**src/pkg/hop_tx_pkg.sv**
```systemverilog
// Constants, types and reset values of the hopping code word transmitter.
// Assumes a 200 MHz clock and a classic Wishbone master for the registers.
// What this block does
// RULE_01: Four trim bits scale every element length.
// RULE_02: Trip level from level select and force.
// RULE_03: Rate bit halves element, blanks alternate words.
// RULE_04: Min-count bit forces four complete words.
// RULE_05: Lead bit adds one-element start pulse.
// RULE_06: Force bit sets fourth function bit.
// RULE_07: Short serial: top nibble becomes function code.
// RULE_08: Preamble, header, hopping, fixed, then guard.
// RULE_09: Payload 66 bits: 32 hopping, 34 fixed.
// RULE_10: Plaintext is function, discrimination, sync counter.
// RULE_11: Fixed part: status, function, serial number.
// RULE_12: Clock-pin fall with a or b enters sync.
// RULE_13: Outside clock at most 20 kHz, waits.
// RULE_14: Sync mode appends 16 reserved zero bits.
// RULE_15: Mode test 25 us, pin output 90 later.
// RULE_16: Finish word, then stop if released.
// RULE_17: Held button repeats words back to back.
// RULE_18: New button aborts word, rebuilds code.
// RULE_19: All three buttons send the seed.
// RULE_20: Stop after continuous hold timeout.
// RULE_21: Boost pulses when low supply and transmitting.
// RULE_22: Battery flag sent when below trip point.
// RULE_23: Option bits at fixed configuration positions.
// RULE_24: Wait 4.5 ms debounce before sampling.
// RULE_25: Separate cipher module, framer waits done.
// RULE_26: Preamble, header, guard lengths are parameters.
// RULE_27: Bit is high, data-dependent, low elements.
package hop_tx_pkg;

	// Timebase
	localparam int CLK_MHZ = 200;
	localparam int TE_LONG_US = 400;
	localparam int TE_SHORT_US = 200;
	localparam int DEBOUNCE_US = 4500;
	localparam int MODE_TEST_US = 25;
	localparam int OE_DELAY_US = 90;
	localparam int SHUTOFF_MS = 20000;
	localparam int BOOST_KHZ = 100;
	localparam int BOOST_HALF_CYC = CLK_MHZ * 1000 / (2 * BOOST_KHZ);
	localparam int TRIM_MID = 8; // Trim code giving the nominal rate
	localparam int TRIM_SHIFT = 6; // One trim step is 1/64 of an element

	// Word layout
	localparam int HOP_BITS = 32;
	localparam int WORD_BITS = 66;
	localparam int SYNC_BITS = 82; // Word plus 16 reserved bits
	localparam int SER_LOW_BITS = 28;
	localparam int REPEAT_POS = 64;
	localparam int BATT_POS = 65;
	localparam int MIN_WORDS = 4;

	// Configuration word fields
	localparam int CFG_TRIM_LSB = 0;
	localparam int CFG_TRIM_MSB = 3;
	localparam int CFG_LEVEL = 4;
	localparam int CFG_RATE = 5;
	localparam int CFG_MIN = 6;
	localparam int CFG_LEAD = 7;
	localparam int CFG_FORCE = 8;
	localparam int CFG_FULL = 9;

	// Register byte offsets
	localparam logic [7:0] OFS_CONFIG = 8'h00;
	localparam logic [7:0] OFS_KEY_LO = 8'h04;
	localparam logic [7:0] OFS_KEY_HI = 8'h08;
	localparam logic [7:0] OFS_SYNC = 8'h0C;
	localparam logic [7:0] OFS_SERIAL = 8'h10;
	localparam logic [7:0] OFS_SEED = 8'h14;
	localparam logic [7:0] OFS_DISC = 8'h18;
	localparam logic [7:0] OFS_CONTROL = 8'h1C;
	localparam logic [7:0] OFS_STATUS = 8'h20;

	// Cipher
	localparam logic [9:0] CIPHER_ROUNDS = 10'h210;
	localparam logic [31:0] MIX_TABLE = 32'h3A5C_742E; // Arbitrary mixing

	typedef struct packed {
		logic c; // Third input, also the outside bit clock
		logic b;
		logic a;
	} btn_t;

	typedef struct packed {
		logic below_hi; // Below the 9 level
		logic below_mid; // Below the 6.75 level
		logic below_lo; // Below the 4.4 level
	} supply_t;

	typedef struct packed {
		logic cyc;
		logic stb;
		logic we;
		logic [7:0] adr;
		logic [3:0] sel;
		logic [31:0] dat;
	} wb_req_t;

	typedef struct packed {
		logic ack;
		logic [31:0] dat;
	} wb_rsp_t;

	typedef enum logic [3:0] {
		S_IDLE = 4'h0,
		S_DEBOUNCE = 4'h1,
		S_CIPHER = 4'h3,
		S_LEAD = 4'h2,
		S_PREAMBLE = 4'h6,
		S_HEADER = 4'h7,
		S_DATA = 4'h5,
		S_GUARD = 4'h4,
		S_SYNC_TEST = 4'hC,
		S_SYNC_SHIFT = 4'hD
	} state_t;

	typedef struct packed {
		logic busy;
		logic done;
		logic [9:0] cnt;
		logic [31:0] data;
		logic [63:0] key;
	} cip_t;

	localparam cip_t CIP_RST = '0;

	typedef struct packed {
		state_t state;
		logic [31:0] tmr;
		logic [31:0] alive;
		logic [6:0] bit_idx;
		logic [1:0] phase;
		logic [6:0] te_left;
		logic [2:0] words;
		logic odd;
		logic first;
		logic shut;
		logic sync_mode;
		logic cip_start;
		logic hop_ready; // Cipher result already stored in the word
		btn_t code;
		btn_t btn_prev;
		logic [65:0] word;
		logic dout;
		logic oe;
		logic boost;
		logic [11:0] boost_cnt;
		logic [15:0] cfg;
		logic [63:0] key;
		logic [15:0] sync;
		logic [31:0] serial;
		logic [31:0] seed;
		logic [11:0] disc;
		logic arm;
		wb_rsp_t wb;
	} tx_t;

	localparam tx_t TX_RST = '{state: S_IDLE, default: '0};

endpackage

```
**src/hw/hop_cipher.sv**
```systemverilog
// Iterative 32-bit block mixer keyed by a 64-bit key.
// Assumes start is a one-cycle pulse and inputs hold while it is high.
module hop_cipher
	import hop_tx_pkg::*;
(
	input wire logic clk_i,
	input wire logic rst_i,
	input wire logic start_i,
	input wire logic [63:0] key_i,
	input wire logic [31:0] plain_i,
	output logic done_o,
	output logic [31:0] cipher_o
);

	cip_t q; // Whole state of the mixer
	cip_t d;
	logic fb; // Feedback bit of one round

	// One round per clock; a start while busy restarts the block
	always_comb begin
		d = q;
		d.done = 1'b0;
		fb = q.data[0] ^ q.data[16] ^ q.key[0]
			^ MIX_TABLE[{q.data[31], q.data[26], q.data[20],
			q.data[9], q.data[1]}];
		if (start_i) begin
			d.busy = 1'b1;
			d.cnt = CIPHER_ROUNDS;
			d.data = plain_i;
			d.key = key_i;
		end else if (q.busy) begin
			d.data = {fb, q.data[31:1]};
			d.key = {q.key[0], q.key[63:1]};
			d.cnt = q.cnt - 10'h001;
			if (q.cnt == 10'h001) begin
				d.busy = 1'b0;
				d.done = 1'b1;
			end
		end
	end

	// Register the state
	always_ff @(posedge clk_i) begin
		if (rst_i) begin
			q <= CIP_RST;
		end else begin
			q <= d;
		end
	end

	assign done_o = q.done;
	assign cipher_o = q.data;

endmodule // hop_cipher

```
**src/hw/hop_tx.sv**
```systemverilog
// Code word framer of a code hopping transmitter with Wishbone registers.
// Assumes buttons and supply comparators are synchronous to clk_i.
module hop_tx
	import hop_tx_pkg::*;
#(
	parameter int unsigned TE_LONG_CYC = TE_LONG_US * CLK_MHZ,
	parameter int unsigned TE_SHORT_CYC = TE_SHORT_US * CLK_MHZ,
	parameter int unsigned DEBOUNCE_CYC = DEBOUNCE_US * CLK_MHZ,
	parameter int unsigned MODE_TEST_CYC = MODE_TEST_US * CLK_MHZ,
	parameter int unsigned OE_DELAY_CYC = OE_DELAY_US * CLK_MHZ,
	parameter longint unsigned SHUTOFF_CYC =
		64'(SHUTOFF_MS) * 1000 * CLK_MHZ,
	parameter int unsigned PRE_TE = 23, // Preamble elements
	parameter int unsigned HDR_TE = 10, // Header elements
	parameter int unsigned GUARD_TE = 39 // Guard elements
) (
	input wire logic clk_i,
	input wire logic rst_i,
	input wire wb_req_t wb_i,
	output wb_rsp_t wb_o,
	input wire btn_t buttons_i,
	input wire supply_t supply_i,
	input wire logic below_boost_ref_i,
	output logic data_o,
	output logic data_oe_o,
	output logic boost_o
);

	// Refuse settings the counters cannot hold
	if (PRE_TE < 1 || PRE_TE > 127 || HDR_TE < 1 || HDR_TE > 127 ||
		GUARD_TE < 1 || GUARD_TE > 127) begin : g_bad_len
		$error("Element counts must lie in 1..127");
	end
	if (SHUTOFF_CYC < 2 || SHUTOFF_CYC > 64'hFFFF_FFFF ||
		TE_LONG_CYC < 64 || TE_SHORT_CYC < 64 || DEBOUNCE_CYC < 1 ||
		MODE_TEST_CYC < 1 || OE_DELAY_CYC < 1) begin : g_bad_time
		$error("Timing parameter out of range");
	end

	tx_t q; // All state of the block
	tx_t d;
	logic cip_done; // Pulse: cipher result valid
	logic [31:0] cip_out;
	logic [31:0] base; // Element length before trim
	logic [31:0] step; // One trim step
	logic [31:0] te_len; // Trimmed element length in cycles
	logic tick; // Current element or wait ends this cycle
	logic any; // Some button pressed
	logic new_press; // A button went active since last cycle
	logic c_fall;
	logic c_rise;
	logic launch; // Build a new code word from the buttons
	logic blank; // Current word is a blanked alternate
	logic keep; // Another word follows the guard
	logic [3:0] func; // Function bits of the word
	logic [33:0] fixed; // Fixed portion
	logic [31:0] hop; // Hopping portion
	logic [31:0] rd; // Read data mux

	// Merge write data into a register under the byte selects
	function automatic logic [31:0] merge(input logic [31:0] old,
		input logic [31:0] val, input logic [3:0] sel);
		logic [31:0] r;
		r = old;
		for (int i = 0; i < 4; i++) begin
			if (sel[i]) begin
				r[8*i +: 8] = val[8*i +: 8];
			end
		end
		return r;
	endfunction

	// Plaintext goes out the cycle after the build starts
	hop_cipher u_cipher (
		.clk_i(clk_i),
		.rst_i(rst_i),
		.start_i(q.cip_start),
		.key_i(q.key),
		.plain_i({func, q.disc, q.sync}), // RULE_10 RULE_25
		.done_o(cip_done),
		.cipher_o(cip_out)
	);

	// Function code from the sampled buttons
	always_comb begin
		func = {q.cfg[CFG_FORCE] | q.code.c, q.code}; // RULE_06 RULE_23
		hop = (&q.code) ? q.seed : cip_out; // RULE_19
		// Top nibble carries the function code unless the full serial is on
		fixed = {q.word[BATT_POS], 1'b0,
			q.cfg[CFG_FULL] ? q.serial[31:28] : func, // RULE_07 RULE_11
			q.serial[SER_LOW_BITS-1:0]};
	end

	// Element timing, status reads and the whole transmit sequence
	always_comb begin
		d = q;
		d.cip_start = 1'b0;
		d.wb.ack = 1'b0;
		d.btn_prev = buttons_i;
		base = q.cfg[CFG_RATE] ? TE_SHORT_CYC : TE_LONG_CYC; // RULE_03
		step = base >> TRIM_SHIFT;
		te_len = base + step * 32'(q.cfg[CFG_TRIM_MSB:CFG_TRIM_LSB])
			- step * 32'(TRIM_MID); // RULE_01
		tick = (q.tmr == 32'h0);
		any = |buttons_i;
		new_press = |(buttons_i & ~q.btn_prev);
		c_fall = q.btn_prev.c & ~buttons_i.c;
		c_rise = ~q.btn_prev.c & buttons_i.c;
		launch = 1'b0;
		blank = q.cfg[CFG_RATE] & q.odd; // RULE_03
		keep = 1'b0;
		rd = 32'h0;

		// Bus slave: answer one cycle after the request, once
		if (wb_i.cyc && wb_i.stb && !q.wb.ack) begin
			d.wb.ack = 1'b1;
			unique case (wb_i.adr)
				OFS_CONFIG: rd = {16'h0, q.cfg};
				OFS_KEY_LO: rd = q.key[31:0];
				OFS_KEY_HI: rd = q.key[63:32];
				OFS_SYNC: rd = {16'h0, q.sync};
				OFS_SERIAL: rd = q.serial;
				OFS_SEED: rd = q.seed;
				OFS_DISC: rd = {20'h0, q.disc};
				OFS_CONTROL: rd = {31'h0, q.arm};
				OFS_STATUS: rd = {20'h0, q.state, q.words, q.shut,
					q.word[BATT_POS], q.sync_mode, 1'b0, q.oe};
				default: rd = 32'h0; // Unmapped reads as zero
			endcase
			d.wb.dat = rd;
			if (wb_i.we) begin
				unique case (wb_i.adr)
					OFS_CONFIG: d.cfg = 16'(merge({16'h0, q.cfg},
						wb_i.dat, wb_i.sel));
					OFS_KEY_LO: d.key[31:0] = merge(q.key[31:0],
						wb_i.dat, wb_i.sel);
					OFS_KEY_HI: d.key[63:32] = merge(q.key[63:32],
						wb_i.dat, wb_i.sel);
					OFS_SYNC: d.sync = 16'(merge({16'h0, q.sync},
						wb_i.dat, wb_i.sel));
					OFS_SERIAL: d.serial = merge(q.serial,
						wb_i.dat, wb_i.sel);
					OFS_SEED: d.seed = merge(q.seed, wb_i.dat, wb_i.sel);
					OFS_DISC: d.disc = 12'(merge({20'h0, q.disc},
						wb_i.dat, wb_i.sel));
					OFS_CONTROL: d.arm = wb_i.sel[0] ? wb_i.dat[0] : q.arm;
					default: d.arm = q.arm; // Writes elsewhere ignored
				endcase
			end
		end

		// Continuous hold timer; release clears it
		if (any && q.state != S_IDLE) begin
			d.alive = q.alive + 32'h1;
			if (q.alive == 32'(SHUTOFF_CYC - 1)) begin
				d.shut = 1'b1; // RULE_20
			end
		end else if (!any) begin
			d.alive = 32'h0;
		end

		// Timer runs down once per cycle
		if (!tick) begin
			d.tmr = q.tmr - 32'h1;
		end

		unique case (q.state)
			S_IDLE: begin
				d.sync_mode = 1'b0;
				if (!any) begin
					d.shut = 1'b0;
				end
				if (q.arm && c_fall && (buttons_i.a || buttons_i.b)) begin
					d.code = '{c: 1'b0, b: buttons_i.b,
						a: buttons_i.a}; // RULE_12
					d.sync_mode = 1'b1;
					d.tmr = MODE_TEST_CYC - 1; // RULE_15
					d.state = S_SYNC_TEST;
				end else if (any && !q.shut) begin
					d.tmr = DEBOUNCE_CYC - 1; // RULE_24
					d.words = 3'h0;
					d.odd = 1'b0;
					d.first = 1'b1;
					d.state = S_DEBOUNCE;
				end
			end
			S_DEBOUNCE: begin
				if (tick) begin
					launch = 1'b1; // RULE_24
				end
			end
			S_SYNC_TEST: begin
				if (tick) begin
					launch = 1'b1;
					d.tmr = OE_DELAY_CYC - 1; // RULE_15
				end
			end
			S_CIPHER: begin
				// Wait for the cipher; sync mode also waits the pin delay
				if (cip_done) begin
					d.word[HOP_BITS-1:0] = hop; // RULE_09 RULE_25
					// Held, as the pin delay may outlast the cipher
					d.hop_ready = 1'b1;
				end
				if (cip_done && !q.sync_mode) begin
					d.tmr = te_len - 32'h1;
					d.te_left = 7'(PRE_TE - 1); // RULE_26
					d.state = (q.cfg[CFG_LEAD] && q.first) ?
						S_LEAD : S_PREAMBLE; // RULE_05
				end
			end
			S_LEAD: begin
				if (tick) begin
					d.tmr = te_len - 32'h1;
					d.state = S_PREAMBLE; // RULE_05
				end
			end
			S_PREAMBLE: begin
				if (tick) begin
					d.tmr = te_len - 32'h1;
					d.te_left = q.te_left - 7'h1;
					if (q.te_left == 7'h0) begin
						d.te_left = 7'(HDR_TE - 1); // RULE_26
						d.state = S_HEADER; // RULE_08
					end
				end
			end
			S_HEADER: begin
				if (tick) begin
					d.tmr = te_len - 32'h1;
					d.te_left = q.te_left - 7'h1;
					if (q.te_left == 7'h0) begin
						d.bit_idx = 7'h0;
						d.phase = 2'h0;
						d.state = S_DATA; // RULE_08
					end
				end
			end
			S_DATA: begin
				if (tick) begin
					d.tmr = te_len - 32'h1;
					d.phase = q.phase + 2'h1; // RULE_27
					if (q.phase == 2'h2) begin
						d.phase = 2'h0;
						d.bit_idx = q.bit_idx + 7'h1;
						if (q.bit_idx == 7'(WORD_BITS - 1)) begin
							d.te_left = 7'(GUARD_TE - 1); // RULE_26
							d.state = S_GUARD; // RULE_08
						end
					end
				end
			end
			S_GUARD: begin
				if (tick) begin
					d.tmr = te_len - 32'h1;
					d.te_left = q.te_left - 7'h1;
					if (q.te_left == 7'h0) begin
						// Blanked words do not count toward the minimum
						if (!blank && q.words != 3'(MIN_WORDS)) begin
							d.words = q.words + 3'h1; // RULE_04
						end
						d.odd = ~q.odd; // RULE_03
						d.first = 1'b0;
						keep = (any && !q.shut) || // RULE_17
							(q.cfg[CFG_MIN] &&
							d.words < 3'(MIN_WORDS)); // RULE_04
						d.word[REPEAT_POS] = 1'b1;
						d.te_left = 7'(PRE_TE - 1);
						d.state = keep ? S_PREAMBLE : S_IDLE; // RULE_16
					end
				end
			end
			S_SYNC_SHIFT: begin
				// Each rising edge of the outside clock moves one bit
				if (c_rise) begin
					d.bit_idx = q.bit_idx + 7'h1;
					if (q.bit_idx == 7'(SYNC_BITS - 1)) begin
						d.state = S_IDLE; // RULE_14
					end
				end
			end
			default: d.state = S_IDLE; // Unused codes recover
		endcase

		// A fresh button aborts the word and rebuilds the code
		if (new_press && !q.shut && !q.sync_mode && (q.state == S_LEAD ||
			q.state == S_PREAMBLE || q.state == S_HEADER ||
			q.state == S_DATA || q.state == S_GUARD)) begin
			launch = 1'b1; // RULE_18
		end

		// Timeout ends any self-timed transmission at once
		if (d.shut && !q.sync_mode && q.state != S_IDLE) begin
			launch = 1'b0;
			d.state = S_IDLE; // RULE_20
		end

		// Sample buttons, supply level and bump the counter
		if (launch) begin
			if (!q.sync_mode) begin
				d.code = buttons_i;
			end
			d.cip_start = 1'b1; // RULE_25
			d.hop_ready = 1'b0; // Old result must not release sync mode
			d.sync = q.sync + 16'h1;
			d.word = '0;
			d.word[BATT_POS] = !q.cfg[CFG_LEVEL] ? supply_i.below_lo :
				(q.cfg[CFG_FORCE] ? supply_i.below_mid :
				supply_i.below_hi); // RULE_02 RULE_22
			d.state = S_CIPHER;
		end

		// Fixed part follows the hopping part, written every cipher-wait cycle after the start pulse
		if (q.state == S_CIPHER && !q.cip_start) begin
			d.word[WORD_BITS-1:HOP_BITS] = fixed; // RULE_09 RULE_11
		end

		// Sync mode leaves the cipher wait after the pin delay
		if (q.state == S_CIPHER && q.sync_mode && !launch) begin
			if (tick && !q.cip_start && (cip_done || q.hop_ready)) begin
				d.bit_idx = 7'h0;
				d.state = S_SYNC_SHIFT; // RULE_15
			end
		end

		// Pin level from the next state
		d.oe = (d.state == S_LEAD || d.state == S_PREAMBLE ||
			d.state == S_HEADER || d.state == S_DATA ||
			d.state == S_GUARD || d.state == S_SYNC_SHIFT); // RULE_15
		unique case (d.state)
			S_LEAD: d.dout = 1'b1; // RULE_05
			S_PREAMBLE: d.dout = ~d.te_left[0] & ~blank;
			S_DATA: d.dout = ~blank & ((d.phase == 2'h0) ||
				(d.phase == 2'h1 && !d.word[d.bit_idx])); // RULE_27
			S_SYNC_SHIFT: d.dout = (d.bit_idx < 7'(WORD_BITS)) ?
				d.word[d.bit_idx] : 1'b0; // RULE_14
			default: d.dout = 1'b0;
		endcase

		// Step-up drive only while transmitting on a low supply
		if (d.oe && below_boost_ref_i) begin
			d.boost_cnt = q.boost_cnt + 12'h1;
			if (q.boost_cnt == 12'(BOOST_HALF_CYC - 1)) begin
				d.boost_cnt = 12'h0;
				d.boost = ~q.boost; // RULE_21
			end
		end else begin
			d.boost_cnt = 12'h0;
			d.boost = 1'b0; // RULE_21
		end
	end

	// Register the whole state
	always_ff @(posedge clk_i) begin
		if (rst_i) begin
			q <= TX_RST;
		end else begin
			q <= d;
		end
	end

	assign wb_o = q.wb;
	assign data_o = q.dout;
	assign data_oe_o = q.oe;
	assign boost_o = q.boost;

endmodule // hop_tx

```
**config.mk**
```make
export PLATFORM = sky130hd
export DESIGN_NAME = hop_tx
export DESIGN_NICKNAME = d
export VERILOG_FILES = /design/src/pkg/hop_tx_pkg.sv /design/src/hw/hop_cipher.sv /design/src/hw/hop_tx.sv
export SDC_FILE = /design/constraint.sdc
export NUM_CORES = 1
export LEC_CHECK = 0
export BUFFER_PORTS_ARGS = -buffer_cell sky130_fd_sc_hd__clkbuf_2
export CORE_ASPECT_RATIO = 1.1
export CORE_MARGIN = 3
export CORE_UTILIZATION = 45
export CTS_CLUSTER_SIZE = 16
export DETAILED_ROUTE_END_ITERATION = 12
export SETUP_SLACK_MARGIN = 0.5
export SKIP_LAST_GASP = 1
export SLEW_MARGIN = 10
export SYNTH_ARGS = -nofsm -noshare
export SYNTH_HDL_FRONTEND = slang
export SYNTH_SLANG_ARGS = --single-unit
export TNS_END_PERCENT = 50
```
**constraint.sdc**
```tcl
create_clock -name clk_i -period 7.7 [get_ports clk_i]
set_input_delay 0.385 -clock clk_i [delete_from_list [all_inputs] [get_ports clk_i]]
set_output_delay 0.385 -clock clk_i [all_outputs]
set_load 0.03 [all_outputs]
```
* Word-level counts from Yosys, hierarchy flattened
Memories as Yosys holds them, arrays and structs flattened. A register that Yosys moved wholly into a read port is not among the register bits.
Index checks and enable logic that the tools add are counted.
** Storage, ports and cells
- Flip-flop bits (word level) :: 494
- Bits in latches :: 0
- RAM bits :: 0
- Memory bits (read-only) :: 32
- Bits of input ports :: 56
- Output and inout bits :: 36
- Word-level logic and storage cells :: 336
- Memories :: 1
** Memory list
- (no name shown) :: words 32, bits a word 1, rd ports 1, clocked after Yosys merged registers in 1, write ports 0, line hop_cipher.sv:24 : ^ MIX_TABLE[{q.data[31], q.data[26], q.data[20],
** Operators by class
- Add/subtract/negate cells :: 12
- Multipliers :: 1
- Div/mod/pow operators :: 0
- $lt $le $gt $ge :: 4
- Equality and inequality tests :: 42
- Shift operators :: 0
- Muxes and demuxes :: 110
- Bitwise operators :: 19
- Reductions and logical operators :: 91
** Operators by type and width (count)
- 32-bit two-way mux :: 9
- 36-bit two-way mux :: 8
- 32-bit case mux with 9 select lines :: 1
- 32-bit case mux with 8 select lines :: 1
- 126-bit two-way mux :: 1
- 108-bit two-way mux :: 1
- 106-bit two-way mux :: 1
- 93-bit two-way mux :: 1
- 4-bit AND reduction :: 23
- 8-bit two-way mux :: 11
- 16-bit two-way mux :: 5
- 66-bit two-way mux :: 1
- 4-bit two-way mux :: 13
- 7-bit two-way mux :: 7
- 12-bit two-way mux :: 3
- 4-bit case mux with 9 select lines :: 1
- 7-bit case mux with 5 select lines :: 1
- 34-bit two-way mux :: 1
- 32-bit by 1-bit adder with 32-bit output (second input constant) :: 1
- 32-bit equality test (second input constant) :: 1
- 4-bit by 3-bit equality test with 1-bit output (second input constant) :: 8
- 8-bit by 5-bit equality test with 1-bit output (second input constant) :: 4
- 32-bit logical NOT :: 1
- 32-bit by 1-bit subtractor with 32-bit output (second input constant) :: 1
- other kinds (62) :: 174

* Longest topological paths before layout
- Word-level depth :: 27
- Mapped depth :: 22
- Depth with buffers taken out :: 20

* Hierarchy
From an unflattened synthesis, not the netlist that was laid out.
** Second synthesis, totals
- Cell total of the unflattened synthesis :: 3351
- Area, all modules :: 25904.8 sq um
** By module, submodules not included
- hop_tx :: times used 1, cells an instance 2717, area each 20672.3 sq um
- hop_cipher :: times used 1, cells an instance 634, area each 5232.5 sq um

* Worst setup path before layout
OpenSTA, ideal clock, no wires.
- Path type :: flip-flop to flip-flop
- Start :: register q[195] in the netlist's numbering
- End :: register q[371] in the netlist's numbering
- Setup time :: 0.074 ns
- Data arrival time :: 4.766 ns
- Required time :: 7.626 ns
- Path slack :: 2.860 ns
- Cell stages (with the launch flop) :: 21
- Clock period less this slack :: 4.840 ns
- Cell sequence :: dfxtp_1 > clkbuf_1 > clkbuf_1 > a21oi_1 > ha_1 > ha_1 > ha_1 > fa_1 > a21o_1 > a21oi_1 > o21bai_1 > a21oi_1 > o21bai_1 > a21o_1 > xor2_1 > or3_1 > nor4_2 > o2111ai_1 > a21o_1 > clkbuf_1 > o21ai_0
** Between the ends
- Cells in the longest elaborated chain, start to end :: 7
- Elaborated cells between the ends (all ways) :: 12
- Classes of those cells :: 3 x add/sub; 1 x mul; 8 x mux
** RTL lines
- start, declared :: line hop_tx.sv:40 : tx_t q;
- start signal, assigned :: line hop_tx.sv:356 : q <= TX_RST;
- start signal, assigned :: line hop_tx.sv:358 : q <= d;
- 17-bit two-way mux (*) :: line hop_tx.sv:100 : base = q.cfg[CFG_RATE] ? TE_SHORT_CYC : TE_LONG_CYC;
- 11-bit by 4-bit multiplier with 15-bit output :: line hop_tx.sv:102 : te_len = base + step * 32'(q.cfg[CFG_TRIM_MSB:CFG_TRIM_LSB])
- 17-bit by 15-bit adder with 18-bit output :: line hop_tx.sv:102
- 18-bit by 14-bit subtractor with 19-bit output (*) :: line hop_tx.sv:103 : - step * 32'(TRIM_MID);
- 19-bit by 2-bit subtractor with 20-bit output (*)
- 36-bit two-way mux, or another cell as far along :: line hop_tx.sv:254 : if (tick) begin
- 32-bit case mux with 8 select lines (*) :: line hop_tx.sv:167 : unique case (q.state)
Every way passes the cells marked *; elsewhere a longest branch is shown, timed or not.
A chain may end at the register's enable or synchronous reset.

* Worst setup path in the final report
Same ends and word-level chain as after synthesis.

==> results by stage <==
Logic synthesis:
- The fraction of synthesized cell area in xor and xnor cells is 0.0343.
- A synthesized cell averages 7.93 sq um.
- The sequential cell area fraction in the yosys report is 0.392.
- By area, the combinational part of the netlist is dominated by simple AND/OR/NAND/NOR gates.
- The post-synth net total is 3302.
- The total of warnings raised by yosys is 0.
- The fraction of the mapped netlist area in compound gates is 0.189.
- The main flop type after synthesis is dfxtp_1.
- Of the total synthesized cell area, the portion taken by full adders, half adders and majority gates is 0.0304.
- In this run, synthesis inferred 0 flip-flops with an integrated enable.
- The synthesized netlist occupies a cell area of 0.0253 sq mm.
- After synthesis, the netlist uses 96 different library cells.
- The simple logic cell fraction of the synthesized area is 0.243.
- The cell count after synthesis is 3190.
- The fraction of registers with async set or reset after synthesis is 0.
- The proportion of synthesized area in mux cells is 0.0608.
- The synthesized design contains 495 register bits.

Floorplanning:
- The y dimension of the die is 255 microns.
- For this configuration, the core starts out at a cell density of 0.458.
- Row generation in the floorplan step produced 90 rows.
- For this design the top-level I/O count stands at 92.
- The floorplan step defined a die boundary enclosing 0.0591 sq mm.
- The core footprint is 0.0552 sq mm.
- The horizontal die dimension is 232 microns.

Timing:
- The final setup violation count is 0.
- The worst hold margin is 0.0496 ns.
- The total count of max-transition violations in the final report was 0.
- Derived from the worst setup path, the maximum achievable clock frequency is 177 MHz.
- The measured slew at the worst slew-check pin is 1.29 ns.
- The final worst-path cycle share is 0.732.
- Setup repair after global routing left no endpoint under its margin.
- Clock skew on the completed layout was measured at 0.0404 ns.
- The worst relative slew slack is 0.141.
- After routing, the total negative slack on setup checks comes to 0 ns.
- The worst path in the final design needs a cycle of 5.64 ns, including I/O delays and setup.
- The worst path meets setup with 2.06 ns of slack.
- The final count of hold timing violations is 0.

Finish:
- The commonest non-fill, non-tap cell in the layout is dfxtp_1.
- The post-layout net count is 3233.
- Of the cells placed in the final design, the portion with a size suffix greater than 1 is 0.0907.
- The number of antenna diodes in the final layout is 0.
- The finished layout cell area is 0.0277 sq mm.
- The layout filler cell count is 5413.
- In the layout the commonest cells are 493 x dfxtp_1, 490 x nor2_1, 411 x nand2_1, 408 x a21oi_1, 148 x mux2i_1.
- The layout overhead on the synthesized area is 9.68%.

GRT:
- The overall fraction of global-route tracks in use is 0.256.
- The wire length of the first global-routing pass is 121000 microns.
- The via count of the first global-routing pass was 21.3k.
- The aggregate global routing overflow is 0.
- The number of antenna violations at the first check in global routing is 0.
- Entering global routing, the biggest net connects 237 pins.

Clocking:
- The clock drives 495 sinks.
- The H-tree was split into 2 levels.
- In this run, CTS created clock tree buffers numbering 53.
- The tree is rooted in a clkbuf_16.
- The clock latency on the worst-skew pair is 0.63 ns.
- The number of buffers inserted to repair setup after CTS is 0.
- The maximum root-to-sink buffer count is 3.
- The TritonCTS clock tree is built.
- The clock input transition at the sequential cells of the worst setup and hold paths is 0.06 ns.

Worst setup path:
- Grouping stages by cell kind, the critical path spends the most delay in simple AND/OR/NAND/NOR gates.
- The kind of start point of the critical path is a flop.
- The count of buffering cells on the critical path with inverters included is 1.
- Traced cell by cell, the critical path runs through ha_1, o21ai_0, fa_1, inv_1, ha_1, ha_1, a21o_1, a21oi_1, o21bai_1, a21o_1, xor2_1, or4_1, nor3_1, and2_1, nand4_1, or3b_2, o21ai_0.
- STA classifies the critical path endpoint as a flop.
- In this design, the stage delay of the slowest critical-path cell is 0.80 ns.
- The required time reported for the critical path endpoint is 8.21 ns.
- Among the stages of the critical path, the cell type that occurs most often is ha_1.
- The highest fanout seen on the critical path is 20.
- At the worst endpoint, the arrival time is 6.15 ns.
- The critical path is of the reg -> reg type.
- The worst-path cell with the longest stage delay is dfxtp_1.

Detailed routing:
- The via count normalized by instance count is 5.88.
- The mean routed wirelength per cell is 19.9 microns.
- For this run, design rule violations remaining after detail routing come to 0.
- Before antenna repair, the detailed router went through 6 iterations.
- The final route contains 22.9k vias.
- The count of routing violations after the opening detailed-route iteration is 2171.
- The count of nets left with antenna violations once routing finished came out at 0.
- The total detailed-routing wirelength is 77700 microns.

Run:
- The number of violations of the max-capacitance limit is 0.

Placement:
- The post-place instance area is 0.0258 sq mm.
- The congestion estimate from routability-driven global placement came to 0.907.
- The wire-length estimate of the detail-placed layout is 54200 microns.
- Input and output buffers added on the ports amount to 91.
- The worst setup slack before clock tree synthesis is 2.10 ns.

Pwr:
- The peak supply drop is 165 uV.
- The design draws 5.64 mW.
- The static leakage is 10.0 nW.
- For this design the ratio of total power to cell area is 203 mW/mm^2.

Status:
- The run finished with clean final reports.

Worst hold path:
- The type of the most critical hold path is in -> reg.
-- registers in the layout (all words and copies together) (netlist names), named ones only --
signal	count
func	3
u_cipher.cipher_o	32
q	318
u_cipher.done_o	1
data_oe_o	1
data_o	1
boost_o	1
wb_o	33
u_cipher.q	75
fixed	29
-- power breakdown --
part           switching [mW]  internal, mW  total [mW]
clock                    1.11          1.62        2.73
combinational           0.218        0.0897       0.308
sequential             0.0242          2.58        2.60
total                    1.35          4.29        5.64
-- logic make-up (layout without fill, tap and decap cells) --
logic type | after synthesis | count (layout)
other | 1 | 1
flip-flops | 495 | 495
adder cells (fa/ha/maj) | 56 | 56
buffers and inverters | 299 | 273
AND/OR/NAND/NOR | 1318 | 1318
XOR/XNOR | 99 | 99
AO/OA/AOI/OAI | 769 | 769
multiplexers | 153 | 153
-- what timing repair did --
| action | 4_1_cts | 5_1_grt |
|---|---|---|
| hold endpoints to repair | 2 | 0 |
| gates resized for setup | 0 | 0 |
| hold buffers | 1 | 0 |
-- through the flow --
step / util / cells
final: 0.503 / 3900
after global routing: 0.503 / 3900
after CTS: 0.503 / 3900
after detailed placement: 0.468 / 3801
after global placement: 0.468 / 3801
after floorplan: - / 3190
-- layout make-up --
type                    count  area, sq um  share of cell area
clock buffers              76         1560              0.0564
clock inverters            22          312              0.0112
inverters                  53          199             0.00717
multi-input cells        2396        14100               0.509
flip-flops and latches    495         9920               0.358
well taps                 736          921              0.0332
repair buffers            122          713              0.0257
-- layer usage --
layer	global-route usage	wire [microns]
met5	0	0
met4	0.0983	2930
met3	0.0389	5230
met2	0.417	35800
met1	0.342	33800
-- synth_stat cells, drive strengths merged (6+ instances only) --
library cell | n | area share
and3 | 35 | 0.0087
or4 | 11 | 0.0036
nand2 | 415 | 0.062
a211oi | 27 | 0.0082
clkbuf | 174 | 0.026
nor2 | 504 | 0.078
a21o | 13 | 0.0039
a311oi | 17 | 0.0061
a222oi | 35 | 0.014
o21ai | 90 | 0.018
nand2b | 17 | 0.0042
and2 | 24 | 0.0059
a211o | 8 | 0.0028
nand3b | 7 | 0.0021
o31a | 7 | 0.0024
a22oi | 33 | 0.0098
o22ai | 10 | 0.0025
xor2 | 50 | 0.017
or2 | 13 | 0.0032
and4 | 6 | 0.0021
ha | 47 | 0.023
nor4 | 31 | 0.011
o31ai | 6 | 0.0020
nand4b | 7 | 0.0024
or3 | 19 | 0.0047
o21bai | 6 | 0.0018
nor3 | 37 | 0.0080
o21a | 9 | 0.0027
a22o | 11 | 0.0038
dfxtp | 495 | 0.39
nor3b | 7 | 0.0023
a21oi | 408 | 0.081
mux2i | 148 | 0.059
fa | 9 | 0.0071
nand3 | 115 | 0.023
buf | 72 | 0.017
o211ai | 11 | 0.0033
xnor2 | 49 | 0.017
a221oi | 30 | 0.011
inv | 53 | 0.0079
a31oi | 18 | 0.0050
nor2b | 24 | 0.0059
nand4 | 25 | 0.0070
-- tightest hold or removal path: stages --
cell      delay, ns
clkbuf_2       0.12
nand3_1        0.07
a21oi_1        0.05
-- final timing paths --
kind	start	endpoint	slack, ns	depth (start not counted)
worst min-delay path	wb_i[27]	q[185]	0.05	3
worst min register to register	q[200]	q[200]	0.46	2
worst max-delay path	q[195]	q[371]	2.06	17
worst max register to register	q[195]	q[371]	2.06	17
Note: power is estimated with default switching activity, not from simulation.
